## src/logic/static_memory_timing_pkg.sv

```systemverilog
/*
  Package for the static memory timing block: register offsets, field
  positions, reset values, bus widths, request carriers and states.
  Assumes a single 250 MHz system clock and word-addressed memory.
*/
package static_memory_timing_pkg;

  // ==========================================================
  // Bus widths and set count
  localparam int ADDR_W = 24;
  localparam int DATA_W = 16;
  localparam int REG_AW = 4;
  localparam int NUM_SETS = 3;
  localparam int SET_W = 2;
  localparam int SYNC_STAGES = 3;

  // ==========================================================
  // Register offsets (byte addresses)
  localparam logic [REG_AW-1:0] TIMING0_OFFSET = 4'h0;
  localparam logic [REG_AW-1:0] TIMING1_OFFSET = 4'h4;
  localparam logic [REG_AW-1:0] TIMING2_OFFSET = 4'h8;
  localparam logic [REG_AW-1:0] STATUS_OFFSET = 4'hC;

  // ==========================================================
  // Timing register fields
  localparam int READY_WAIT_SELECT_POS = 26;
  localparam int BURST_PAGE_LENGTH_POS = 24;
  localparam int PAGE_ACCESS_SUPPORT_POS = 23;
  localparam int PAGE_READ_CYCLE_POS = 19;
  localparam int BUS_TURNAROUND_POS = 16;
  localparam int WRITE_PULSE_POS = 10;
  localparam int WRITE_HOLD_POS = 8;
  localparam int ADDRESS_SETUP_POS = 6;
  localparam int READ_CYCLE_POS = 0;
  localparam logic [31:0] TIMING_IMPL_MASK = 32'h07FF_FFFF;
  localparam logic [31:0] TIMING_RESET = 32'h041C_2D4B;

  // Page length code 0 means four words, each step doubles
  localparam int PAGE_BASE_SHIFT = 2;

  // ==========================================================
  // Carriers
  typedef struct packed {
    logic ready_wait_select;
    logic [1:0] burst_page_length;
    logic page_access_support;
    logic [3:0] page_read_cycle_time;
    logic [2:0] bus_turnaround_time;
    logic [5:0] write_pulse_width;
    logic [1:0] write_hold_time;
    logic [1:0] address_setup_time;
    logic [5:0] read_cycle_time;
  } timing_set_type;

  typedef struct packed {
    logic write;
    logic [SET_W-1:0] set;
    logic [ADDR_W-1:0] addr;
    logic [DATA_W-1:0] wdata;
  } mem_request_type;

  typedef enum logic [2:0] {
    ST_IDLE = 3'b000,
    ST_TURN = 3'b001,
    ST_SETUP = 3'b010,
    ST_WPULSE = 3'b011,
    ST_WHOLD = 3'b100,
    ST_READ = 3'b101
  } access_state_type;

endpackage

```

## src/logic/static_memory_timing_sets.sv

```systemverilog
/*
  Static memory bus controller with three timing register sets. A user
  request port starts single read or write accesses on one of three chip
  selects; the selected set shapes every phase of the access except the bus turnaround, timed by the previous set.
  Assumes: one clock, synchronous active-high reset, register strobes never
  both high, memory ready pins asynchronous to the clock.
*/
`timescale 1ns/1ps

module static_memory_timing_sets
  import static_memory_timing_pkg::*;
(
  input wire logic clock,
  input wire logic rst,
  // Register port
  input wire logic [static_memory_timing_pkg::REG_AW-1:0] reg_addr,
  input wire logic [31:0] reg_wdata,
  input wire logic reg_write,
  input wire logic reg_read,
  output logic [31:0] reg_rdata,
  // User request port
  input wire logic req_valid,
  output logic req_ready,
  input wire static_memory_timing_pkg::mem_request_type req,
  output logic resp_valid,
  output logic [static_memory_timing_pkg::DATA_W-1:0] resp_rdata,
  // Memory pins
  output logic [static_memory_timing_pkg::ADDR_W-1:0] mem_addr,
  output logic [static_memory_timing_pkg::DATA_W-1:0] mem_data_out,
  output logic mem_data_oe,
  input wire logic [static_memory_timing_pkg::DATA_W-1:0] mem_data_in,
  output logic [static_memory_timing_pkg::NUM_SETS-1:0] mem_cs_n,
  output logic mem_oe_n,
  output logic mem_we_n,
  input wire logic [static_memory_timing_pkg::NUM_SETS-1:0] memory_ready_input
);
  import static_memory_timing_pkg::*;

  // ==========================================================
  // Helpers
  function automatic timing_set_type unpack_set(input logic [31:0] word);
    timing_set_type s;
    s.ready_wait_select = word[READY_WAIT_SELECT_POS];
    s.burst_page_length = word[BURST_PAGE_LENGTH_POS +: 2];
    s.page_access_support = word[PAGE_ACCESS_SUPPORT_POS];
    s.page_read_cycle_time = word[PAGE_READ_CYCLE_POS +: 4];
    s.bus_turnaround_time = word[BUS_TURNAROUND_POS +: 3];
    s.write_pulse_width = word[WRITE_PULSE_POS +: 6];
    s.write_hold_time = word[WRITE_HOLD_POS +: 2];
    s.address_setup_time = word[ADDRESS_SETUP_POS +: 2];
    s.read_cycle_time = word[READ_CYCLE_POS +: 6];
    return s;
  endfunction

  function automatic logic [SET_W-1:0] set_index(input logic [REG_AW-1:0] a);
    logic [SET_W-1:0] idx;
    idx = a[SET_W+1:2];
    return idx;
  endfunction

  // Page number of a word address for a given page length code
  function automatic logic [ADDR_W-1:0] page_of(input logic [ADDR_W-1:0] a, input logic [1:0] code);
    logic [ADDR_W-1:0] p;
    p = a >> (PAGE_BASE_SHIFT + int'(code));
    return p;
  endfunction

  // ==========================================================
  // Timing register sets
  logic [31:0] timing_r [NUM_SETS];
  logic [31:0] timing_nxt [NUM_SETS];
  timing_set_type tset [NUM_SETS];
  logic timing_hit;

  assign timing_hit = reg_write && (reg_addr[1:0] == 2'b00) && (set_index(reg_addr) < SET_W'(NUM_SETS));

  genvar gi;
  generate
    for (gi = 0; gi < NUM_SETS; gi++)
    begin : g_set
      always_comb
      begin
        timing_nxt[gi] = timing_r[gi];
        if (timing_hit && (set_index(reg_addr) == SET_W'(gi)))
        begin
          timing_nxt[gi] = reg_wdata & TIMING_IMPL_MASK;
        end
      end

      always_ff @(posedge clock)
      begin
        if (rst)
        begin
          timing_r[gi] <= TIMING_RESET;
        end
        else
        begin
          timing_r[gi] <= timing_nxt[gi];
        end
      end

      assign tset[gi] = unpack_set(timing_r[gi]);
    end
  endgenerate

  // ==========================================================
  // Ready pin synchronisers
  logic [SYNC_STAGES-1:0] rdy_sync_r [NUM_SETS];
  logic [NUM_SETS-1:0] rdy_level_r;
  logic [NUM_SETS-1:0] rdy_level_nxt;

  generate
    for (gi = 0; gi < NUM_SETS; gi++)
    begin : g_rdy
      always_comb
      begin
        rdy_level_nxt[gi] = rdy_level_r[gi];
        if (rdy_sync_r[gi][1] == rdy_sync_r[gi][2])
        begin
          rdy_level_nxt[gi] = rdy_sync_r[gi][2];
        end
      end

      always_ff @(posedge clock)
      begin
        if (rst)
        begin
          rdy_sync_r[gi] <= '0;
          rdy_level_r[gi] <= 1'b0;
        end
        else
        begin
          rdy_sync_r[gi] <= {rdy_sync_r[gi][SYNC_STAGES-2:0], memory_ready_input[gi]};
          rdy_level_r[gi] <= rdy_level_nxt[gi];
        end
      end
    end
  endgenerate

  // ==========================================================
  // Access sequencer
  access_state_type state_r, state_nxt;
  mem_request_type cur_r, cur_nxt;
  logic [5:0] cnt_r, cnt_nxt;
  logic have_prev_r, have_prev_nxt;
  logic prev_write_r, prev_write_nxt;
  logic [SET_W-1:0] prev_set_r, prev_set_nxt;
  logic page_valid_r, page_valid_nxt;
  logic [ADDR_W-1:0] page_addr_r, page_addr_nxt;
  logic resp_valid_r, resp_valid_nxt;
  logic [DATA_W-1:0] resp_rdata_r, resp_rdata_nxt;
  mem_request_type start_req;
  timing_set_type cs_set, start_set;
  logic need_turn, page_hit, count_done, ready_ok;
  access_state_type first_state;
  logic [5:0] first_cnt;

  assign req_ready = (state_r == ST_IDLE);
  assign start_req = (state_r == ST_IDLE) ? req : cur_r;
  assign start_set = tset[start_req.set];
  assign cs_set = tset[cur_r.set];
  assign count_done = (cnt_r == 6'h00);
  assign ready_ok = !cs_set.ready_wait_select || rdy_level_r[cur_r.set];

  // turnaround on chip select change, not write-to-write
  assign need_turn = have_prev_r && (start_req.set != prev_set_r) && !(prev_write_r && start_req.write)
    && (tset[prev_set_r].bus_turnaround_time != 3'h0);

  // page hit only on page devices
  assign page_hit = start_set.page_access_support && page_valid_r && (start_req.set == prev_set_r)
    && (page_of(start_req.addr, start_set.burst_page_length)
        == page_of(page_addr_r, start_set.burst_page_length));

  // First phase of an access once turnaround is over
  always_comb
  begin
    first_state = ST_READ;
    first_cnt = 6'h00;
    if (start_req.write)
    begin
      if (start_set.address_setup_time != 2'h0)
      begin
        first_state = ST_SETUP;
        first_cnt = 6'(start_set.address_setup_time - 2'h1);
      end
      else
      begin
        first_state = ST_WPULSE;
        first_cnt = start_set.write_pulse_width;
      end
    end
    else if (page_hit)
    begin
      // page read of field plus one
      first_cnt = 6'(start_set.page_read_cycle_time);
    end
    else
    begin
      first_cnt = start_set.read_cycle_time;
    end
  end

  always_comb
  begin
    state_nxt = state_r;
    cur_nxt = cur_r;
    cnt_nxt = count_done ? cnt_r : 6'(cnt_r - 6'h01);
    have_prev_nxt = have_prev_r;
    prev_write_nxt = prev_write_r;
    prev_set_nxt = prev_set_r;
    page_valid_nxt = page_valid_r;
    page_addr_nxt = page_addr_r;
    resp_valid_nxt = 1'b0;
    resp_rdata_nxt = resp_rdata_r;
    case (state_r)
      ST_IDLE:
      begin
        if (req_valid)
        begin
          cur_nxt = req;
          if (need_turn)
          begin
            state_nxt = ST_TURN;
            cnt_nxt = 6'(tset[prev_set_r].bus_turnaround_time - 3'h1);
          end
          else
          begin
            state_nxt = first_state;
            cnt_nxt = first_cnt;
          end
        end
      end
      ST_TURN:
      begin
        if (count_done)
        begin
          state_nxt = first_state;
          cnt_nxt = first_cnt;
        end
      end
      ST_SETUP:
      begin
        if (count_done)
        begin
          state_nxt = ST_WPULSE;
          cnt_nxt = cs_set.write_pulse_width;
        end
      end
      ST_WPULSE:
      begin
        if (count_done && ready_ok)
        begin
          if (cs_set.write_hold_time != 2'h0)
          begin
            state_nxt = ST_WHOLD;
            cnt_nxt = 6'(cs_set.write_hold_time - 2'h1);
          end
          else
          begin
            state_nxt = ST_IDLE;
            resp_valid_nxt = 1'b1;
          end
          have_prev_nxt = 1'b1;
          prev_write_nxt = 1'b1;
          prev_set_nxt = cur_r.set;
          page_valid_nxt = 1'b0;
        end
      end
      ST_WHOLD:
      begin
        if (count_done)
        begin
          state_nxt = ST_IDLE;
          resp_valid_nxt = 1'b1;
        end
      end
      ST_READ:
      begin
        if (count_done && ready_ok)
        begin
          state_nxt = ST_IDLE;
          resp_valid_nxt = 1'b1;
          resp_rdata_nxt = mem_data_in;
          have_prev_nxt = 1'b1;
          prev_write_nxt = 1'b0;
          prev_set_nxt = cur_r.set;
          page_valid_nxt = 1'b1;
          page_addr_nxt = cur_r.addr;
        end
      end
      default:
      begin
        state_nxt = ST_IDLE;
      end
    endcase
    // Reprogramming a set may change its page layout
    if (timing_hit)
    begin
      page_valid_nxt = 1'b0;
    end
  end

  always_ff @(posedge clock)
  begin
    if (rst)
    begin
      state_r <= ST_IDLE;
      cur_r <= '0;
      cnt_r <= 6'h00;
      have_prev_r <= 1'b0;
      prev_write_r <= 1'b0;
      prev_set_r <= '0;
      page_valid_r <= 1'b0;
      page_addr_r <= '0;
      resp_valid_r <= 1'b0;
      resp_rdata_r <= '0;
    end
    else
    begin
      state_r <= state_nxt;
      cur_r <= cur_nxt;
      cnt_r <= cnt_nxt;
      have_prev_r <= have_prev_nxt;
      prev_write_r <= prev_write_nxt;
      prev_set_r <= prev_set_nxt;
      page_valid_r <= page_valid_nxt;
      page_addr_r <= page_addr_nxt;
      resp_valid_r <= resp_valid_nxt;
      resp_rdata_r <= resp_rdata_nxt;
    end
  end

  assign resp_valid = resp_valid_r;
  assign resp_rdata = resp_rdata_r;

  // ==========================================================
  // Memory pin registers
  logic [ADDR_W-1:0] mem_addr_r, mem_addr_nxt;
  logic [DATA_W-1:0] mem_data_r, mem_data_nxt;
  logic mem_data_oe_r, mem_data_oe_nxt;
  logic [NUM_SETS-1:0] mem_cs_n_r, mem_cs_n_nxt;
  logic mem_oe_n_r, mem_oe_n_nxt;
  logic mem_we_n_r, mem_we_n_nxt;
  logic active_nxt;

  assign active_nxt = (state_nxt == ST_SETUP) || (state_nxt == ST_WPULSE) || (state_nxt == ST_WHOLD)
    || (state_nxt == ST_READ);

  always_comb
  begin
    mem_addr_nxt = mem_addr_r;
    mem_data_nxt = mem_data_r;
    mem_cs_n_nxt = '1;
    mem_data_oe_nxt = cur_nxt.write && active_nxt;
    mem_oe_n_nxt = !(state_nxt == ST_READ);
    mem_we_n_nxt = !(state_nxt == ST_WPULSE);
    if (active_nxt)
    begin
      mem_addr_nxt = cur_nxt.addr;
      mem_data_nxt = cur_nxt.wdata;
      mem_cs_n_nxt[cur_nxt.set] = 1'b0;
    end
  end

  always_ff @(posedge clock)
  begin
    if (rst)
    begin
      mem_addr_r <= '0;
      mem_data_r <= '0;
      mem_data_oe_r <= 1'b0;
      mem_cs_n_r <= '1;
      mem_oe_n_r <= 1'b1;
      mem_we_n_r <= 1'b1;
    end
    else
    begin
      mem_addr_r <= mem_addr_nxt;
      mem_data_r <= mem_data_nxt;
      mem_data_oe_r <= mem_data_oe_nxt;
      mem_cs_n_r <= mem_cs_n_nxt;
      mem_oe_n_r <= mem_oe_n_nxt;
      mem_we_n_r <= mem_we_n_nxt;
    end
  end

  assign mem_addr = mem_addr_r;
  assign mem_data_out = mem_data_r;
  assign mem_data_oe = mem_data_oe_r;
  assign mem_cs_n = mem_cs_n_r;
  assign mem_oe_n = mem_oe_n_r;
  assign mem_we_n = mem_we_n_r;

  // ==========================================================
  // Register read port
  logic [31:0] rdata_r, rdata_nxt;

  always_comb
  begin
    rdata_nxt = 32'h0000_0000;
    if (reg_read)
    begin
      case (reg_addr)
        TIMING0_OFFSET: rdata_nxt = timing_r[0];
        TIMING1_OFFSET: rdata_nxt = timing_r[1];
        TIMING2_OFFSET: rdata_nxt = timing_r[2];
        STATUS_OFFSET: rdata_nxt = {22'h0, rdy_level_r, page_valid_r, cur_r.set, state_r, (state_r != ST_IDLE)};
        default: rdata_nxt = 32'h0000_0000;
      endcase
    end
  end

  always_ff @(posedge clock)
  begin
    if (rst)
    begin
      rdata_r <= 32'h0000_0000;
    end
    else
    begin
      rdata_r <= rdata_nxt;
    end
  end

  assign reg_rdata = rdata_r;

endmodule // static_memory_timing_sets

```

## config.mk

```make
export PLATFORM = sky130hd
export DESIGN_NAME = static_memory_timing_sets
export DESIGN_NICKNAME = d
export VERILOG_FILES = /design/src/logic/static_memory_timing_pkg.sv /design/src/logic/static_memory_timing_sets.sv
export SDC_FILE = /design/constraint.sdc
export NUM_CORES = 1
export LEC_CHECK = 0
export BUFFER_PORTS_ARGS = -buffer_cell sky130_fd_sc_hd__buf_2
export CAP_MARGIN = 20
export CORE_UTILIZATION = 50
export DETAILED_ROUTE_END_ITERATION = 10
export HOLD_SLACK_MARGIN = 0.03
export PLACE_DENSITY = 0.8
export SKIP_CTS_REPAIR_TIMING = 1
export SYNTH_ARGS = -nofsm -noshare
export SYNTH_HDL_FRONTEND = slang
export SYNTH_SLANG_ARGS = --single-unit
```

## constraint.sdc

```tcl
create_clock -name clock -period 7.4 [get_ports clock]
set_clock_uncertainty 0.15 [all_clocks]
set_input_delay 1.11 -clock clock [delete_from_list [all_inputs] [get_ports clock]]
set_output_delay 1.11 -clock clock [all_outputs]
set_load 0.02 [all_outputs]
```

==> metrics.txt <==
layout cells sized above 1 0.214; clock buffer depth 3; P per Cell Area 365 nW/um2; setup_tns 0 ps; post-synth top area cell dfxtp_1; ranking of synthesized cells by area dfxtp_1 (44%), nand2_1 (9.1%), mux2i_1 (8.7%); worst min path class reg2reg; num rows 55; Fmax 0.210 GHz; core area 22900 um2; via density per instance 5.56; slew of the pin with the lowest slew margin 1120 ps; post-synthesis cell type count 71; DIE WIDTH 156 um; Pleak 5.70 nW; First DRT Iteration DRCs 794; Peak VDD IR 281 uV; CP Data Required Time 7670 ps; CTS Buf Count 28; Primary FF master, synth dfxtp_1; RSZ-0062 raised after global routing false; area grow syn2layout 17.4%; startpoint types flip-flop; Crit. End Element flip-flop; pin count of the biggest net entering global routing 128; post-route ant nets 0; DP Worst Slack 2730 ps; max_cap viols 0; CP arrival 5040 ps; CTS tree yes; drt wl/cell 17.4 um; Total Power 0.00506 W; Tcrit/Tclk final 0.645; Initial Util 0.515; Mean Syn Cell Area 8.60 um2; Final Hold Viols 0; outcome complete, no violations; DIE AREA 24200 um2; synthesized area 11800 um2; Detail Placement HPWL 20900 um; initial antenna violation count 5; Synth warnings 0; Sink Count 262; Synth Register Bits 262; Setup CP Type reg2reg; GR Overflow Total 0; drt drc 0; EDFF count, synth 0; Pre-antenna DRT Iters 6; global-route wire length before repair 50900 um; clk_lat worst skew 550 ps; Yosys top cell area share 0.444; total wire length 32100 um; GRT Total Usage 0.261; Async S/R FF share, synth 0; Max transition margin 0.249; Via Count 10267; Final Critical Period 4770 ps; Slowest-stage cell, CP mux2i_4; Final setup viols 0; RePlAce Congestion 0.929; clk root buf clkbuf_16; share of the yosys chip area belonging to registers 0.444; vias in the first global route 10004; Die Y 156 um; slack of the critical path 2630 ps; io pins 199; cells after synthesis 1373; Post-layout nets 1619; max-slew violations 0; slowest cell delay on critical path 610 ps; input/output buffers 188; CP max FO 20; crit path cell chain or3_1, inv_4, mux2i_4, buf_4, mux2i_1, a2bb2oi_1, nor4_2, nand4_1, mux2_2, a211oi_1, o21ai_0; clock edge transition at the registers on the reported setup and hold paths 60 ps; H-tree depth 1
[per-layer routing]
metal,global-route usage,vias up,share of wire
met2,0.439,387,0.47
met3,0.0700,57,0.086
met5,0,-,0.0013
met1,0.325,4855,0.42
li1,-,4962,-
met4,0.0817,6,0.022
[report_power, final]
group,internal (W),total [W],switching [W]
clock network,0.000842,0.00142,0.000578
registers,0.00159,0.00170,0.000109
logic,0.000711,0.00195,0.00124
total,0.00314,0.00506,0.00192
[kinds of logic (layout without fill, tap and decap cells)]
kind of cell,after synthesis,count (layout),share of synthesized area
AND/OR/NAND/NOR,557,557,0.205
flip-flops,262,262,0.444
multiplexers,120,120,0.114
other,1,6,0.000318
AO/OA/AOI/OAI,284,284,0.167
adder cells (fa/ha/maj),3,3,0.00318
XOR/XNOR,26,26,0.0199
buffers and inverters,120,277,0.0466
[through the flow]
stage | util | instance area, um2 | hold WS (ps) | cells
6_report | 0.605 | 13900 | 290 | 1848
5_1_grt | 0.605 | 13900 | 310 | 1847
4_1_cts | 0.602 | 13800 | 297 | 1845
3_5_place_dp | 0.561 | 12900 | 282 | 1794
3_3_place_gp | 0.561 | 12900 | 266 | 1794
2_1_floorplan | - | 11800 | 264 | 1377
[layout make-up]
| class | instances | area, um2 |
|---|---|---|
| antenna | 1 | 2.50 |
| clock buffer | 35 | 767 |
| clock inverter | 16 | 185 |
| fill | 2006 | 9050 |
| inverter | 17 | 66.3 |
| multi-input combinational | 995 | 6060 |
| sequential | 262 | 5250 |
| tap | 313 | 392 |
| timing repair buffer | 209 | 1140 |
[Yosys cell counts (all sizes together) (4+ instances only)]
library cell    n
nor2b          29
o21ai          37
o211ai          4
o21a            5
nor2          155
a211oi         42
buf            32
mux2i         104
mux4           10
mux2            6
dfxtp         262
nand2         286
inv            16
xor2            9
a31oi           5
a221oi          7
nor3           12
xnor2          17
nand3           9
nand2b          6
nor4            4
clkbuf         71
a2111oi         4
a21oi         142
nand3b         38
[worst paths after layout]
| check | to | depth (start not counted) | startpoint | slack [ps] |
|---|---|---|---|---|
| worst min-delay path | rdy_sync_r[1][1] | 1 | rdy_sync_r[1][0] | 290 |
| worst max register to register | cnt_r[0] | 11 | state_r[1] | 2630 |
| worst max-delay path | cnt_r[0] | 11 | state_r[1] | 2630 |
| worst min register to register | rdy_sync_r[1][1] | 1 | rdy_sync_r[1][0] | 290 |
[cell usage in the layout, fill, tap and decap left out, types with 3 or more instances in the layout]
cell type  instances
ha_1               3
a211oi_2          40
a221oi_1           7
inv_1             15
clkbuf_16         28
mux2i_1          103
and3_1             3
o21a_1             5
o2111ai_1          3
a21oi_1          142
nand3_1            9
o22ai_1            3
nor3_1            11
a22oi_1            3
nand2_1          285
o31a_1             3
nand2b_1           6
buf_2            187
mux4_2            10
a2bb2oi_1          3
nor2_1           154
a32oi_1            3
xnor2_1           17
or3_1              3
xor2_1             8
dfxtp_1          262
nand3b_1          38
o21ai_0           35
clkbuf_1           3
clkbuf_8           4
clkinv_2          10
nor2b_1           29
a31oi_1            5
bufinv_16          3
buf_4             19
conb_1             5
o211ai_1           4
nor4_1             3
or2_2              3
mux2_2             4
[flip-flops by register name, indices dropped and copies added (netlist names), 2 cells and up]
name          cells
timing_r         81
cur_r            43
reg_rdata        27
mem_addr         24
page_addr_r      22
mem_data_out     16
resp_rdata       16
rdy_sync_r        9
cnt_r             6
mem_cs_n          3
rdy_level_r       3
state_r           3
prev_set_r        2
[critical path, delay by kind of cell, from the launching register on]
kind | cells | cell delay (ps)
compound gates | 3 | 690
buf+inv | 2 | 680
flops | 1 | 510
mux | 3 | 1230
simple gates | 3 | 1360
Note: power is estimated with default switching activity, not from simulation.
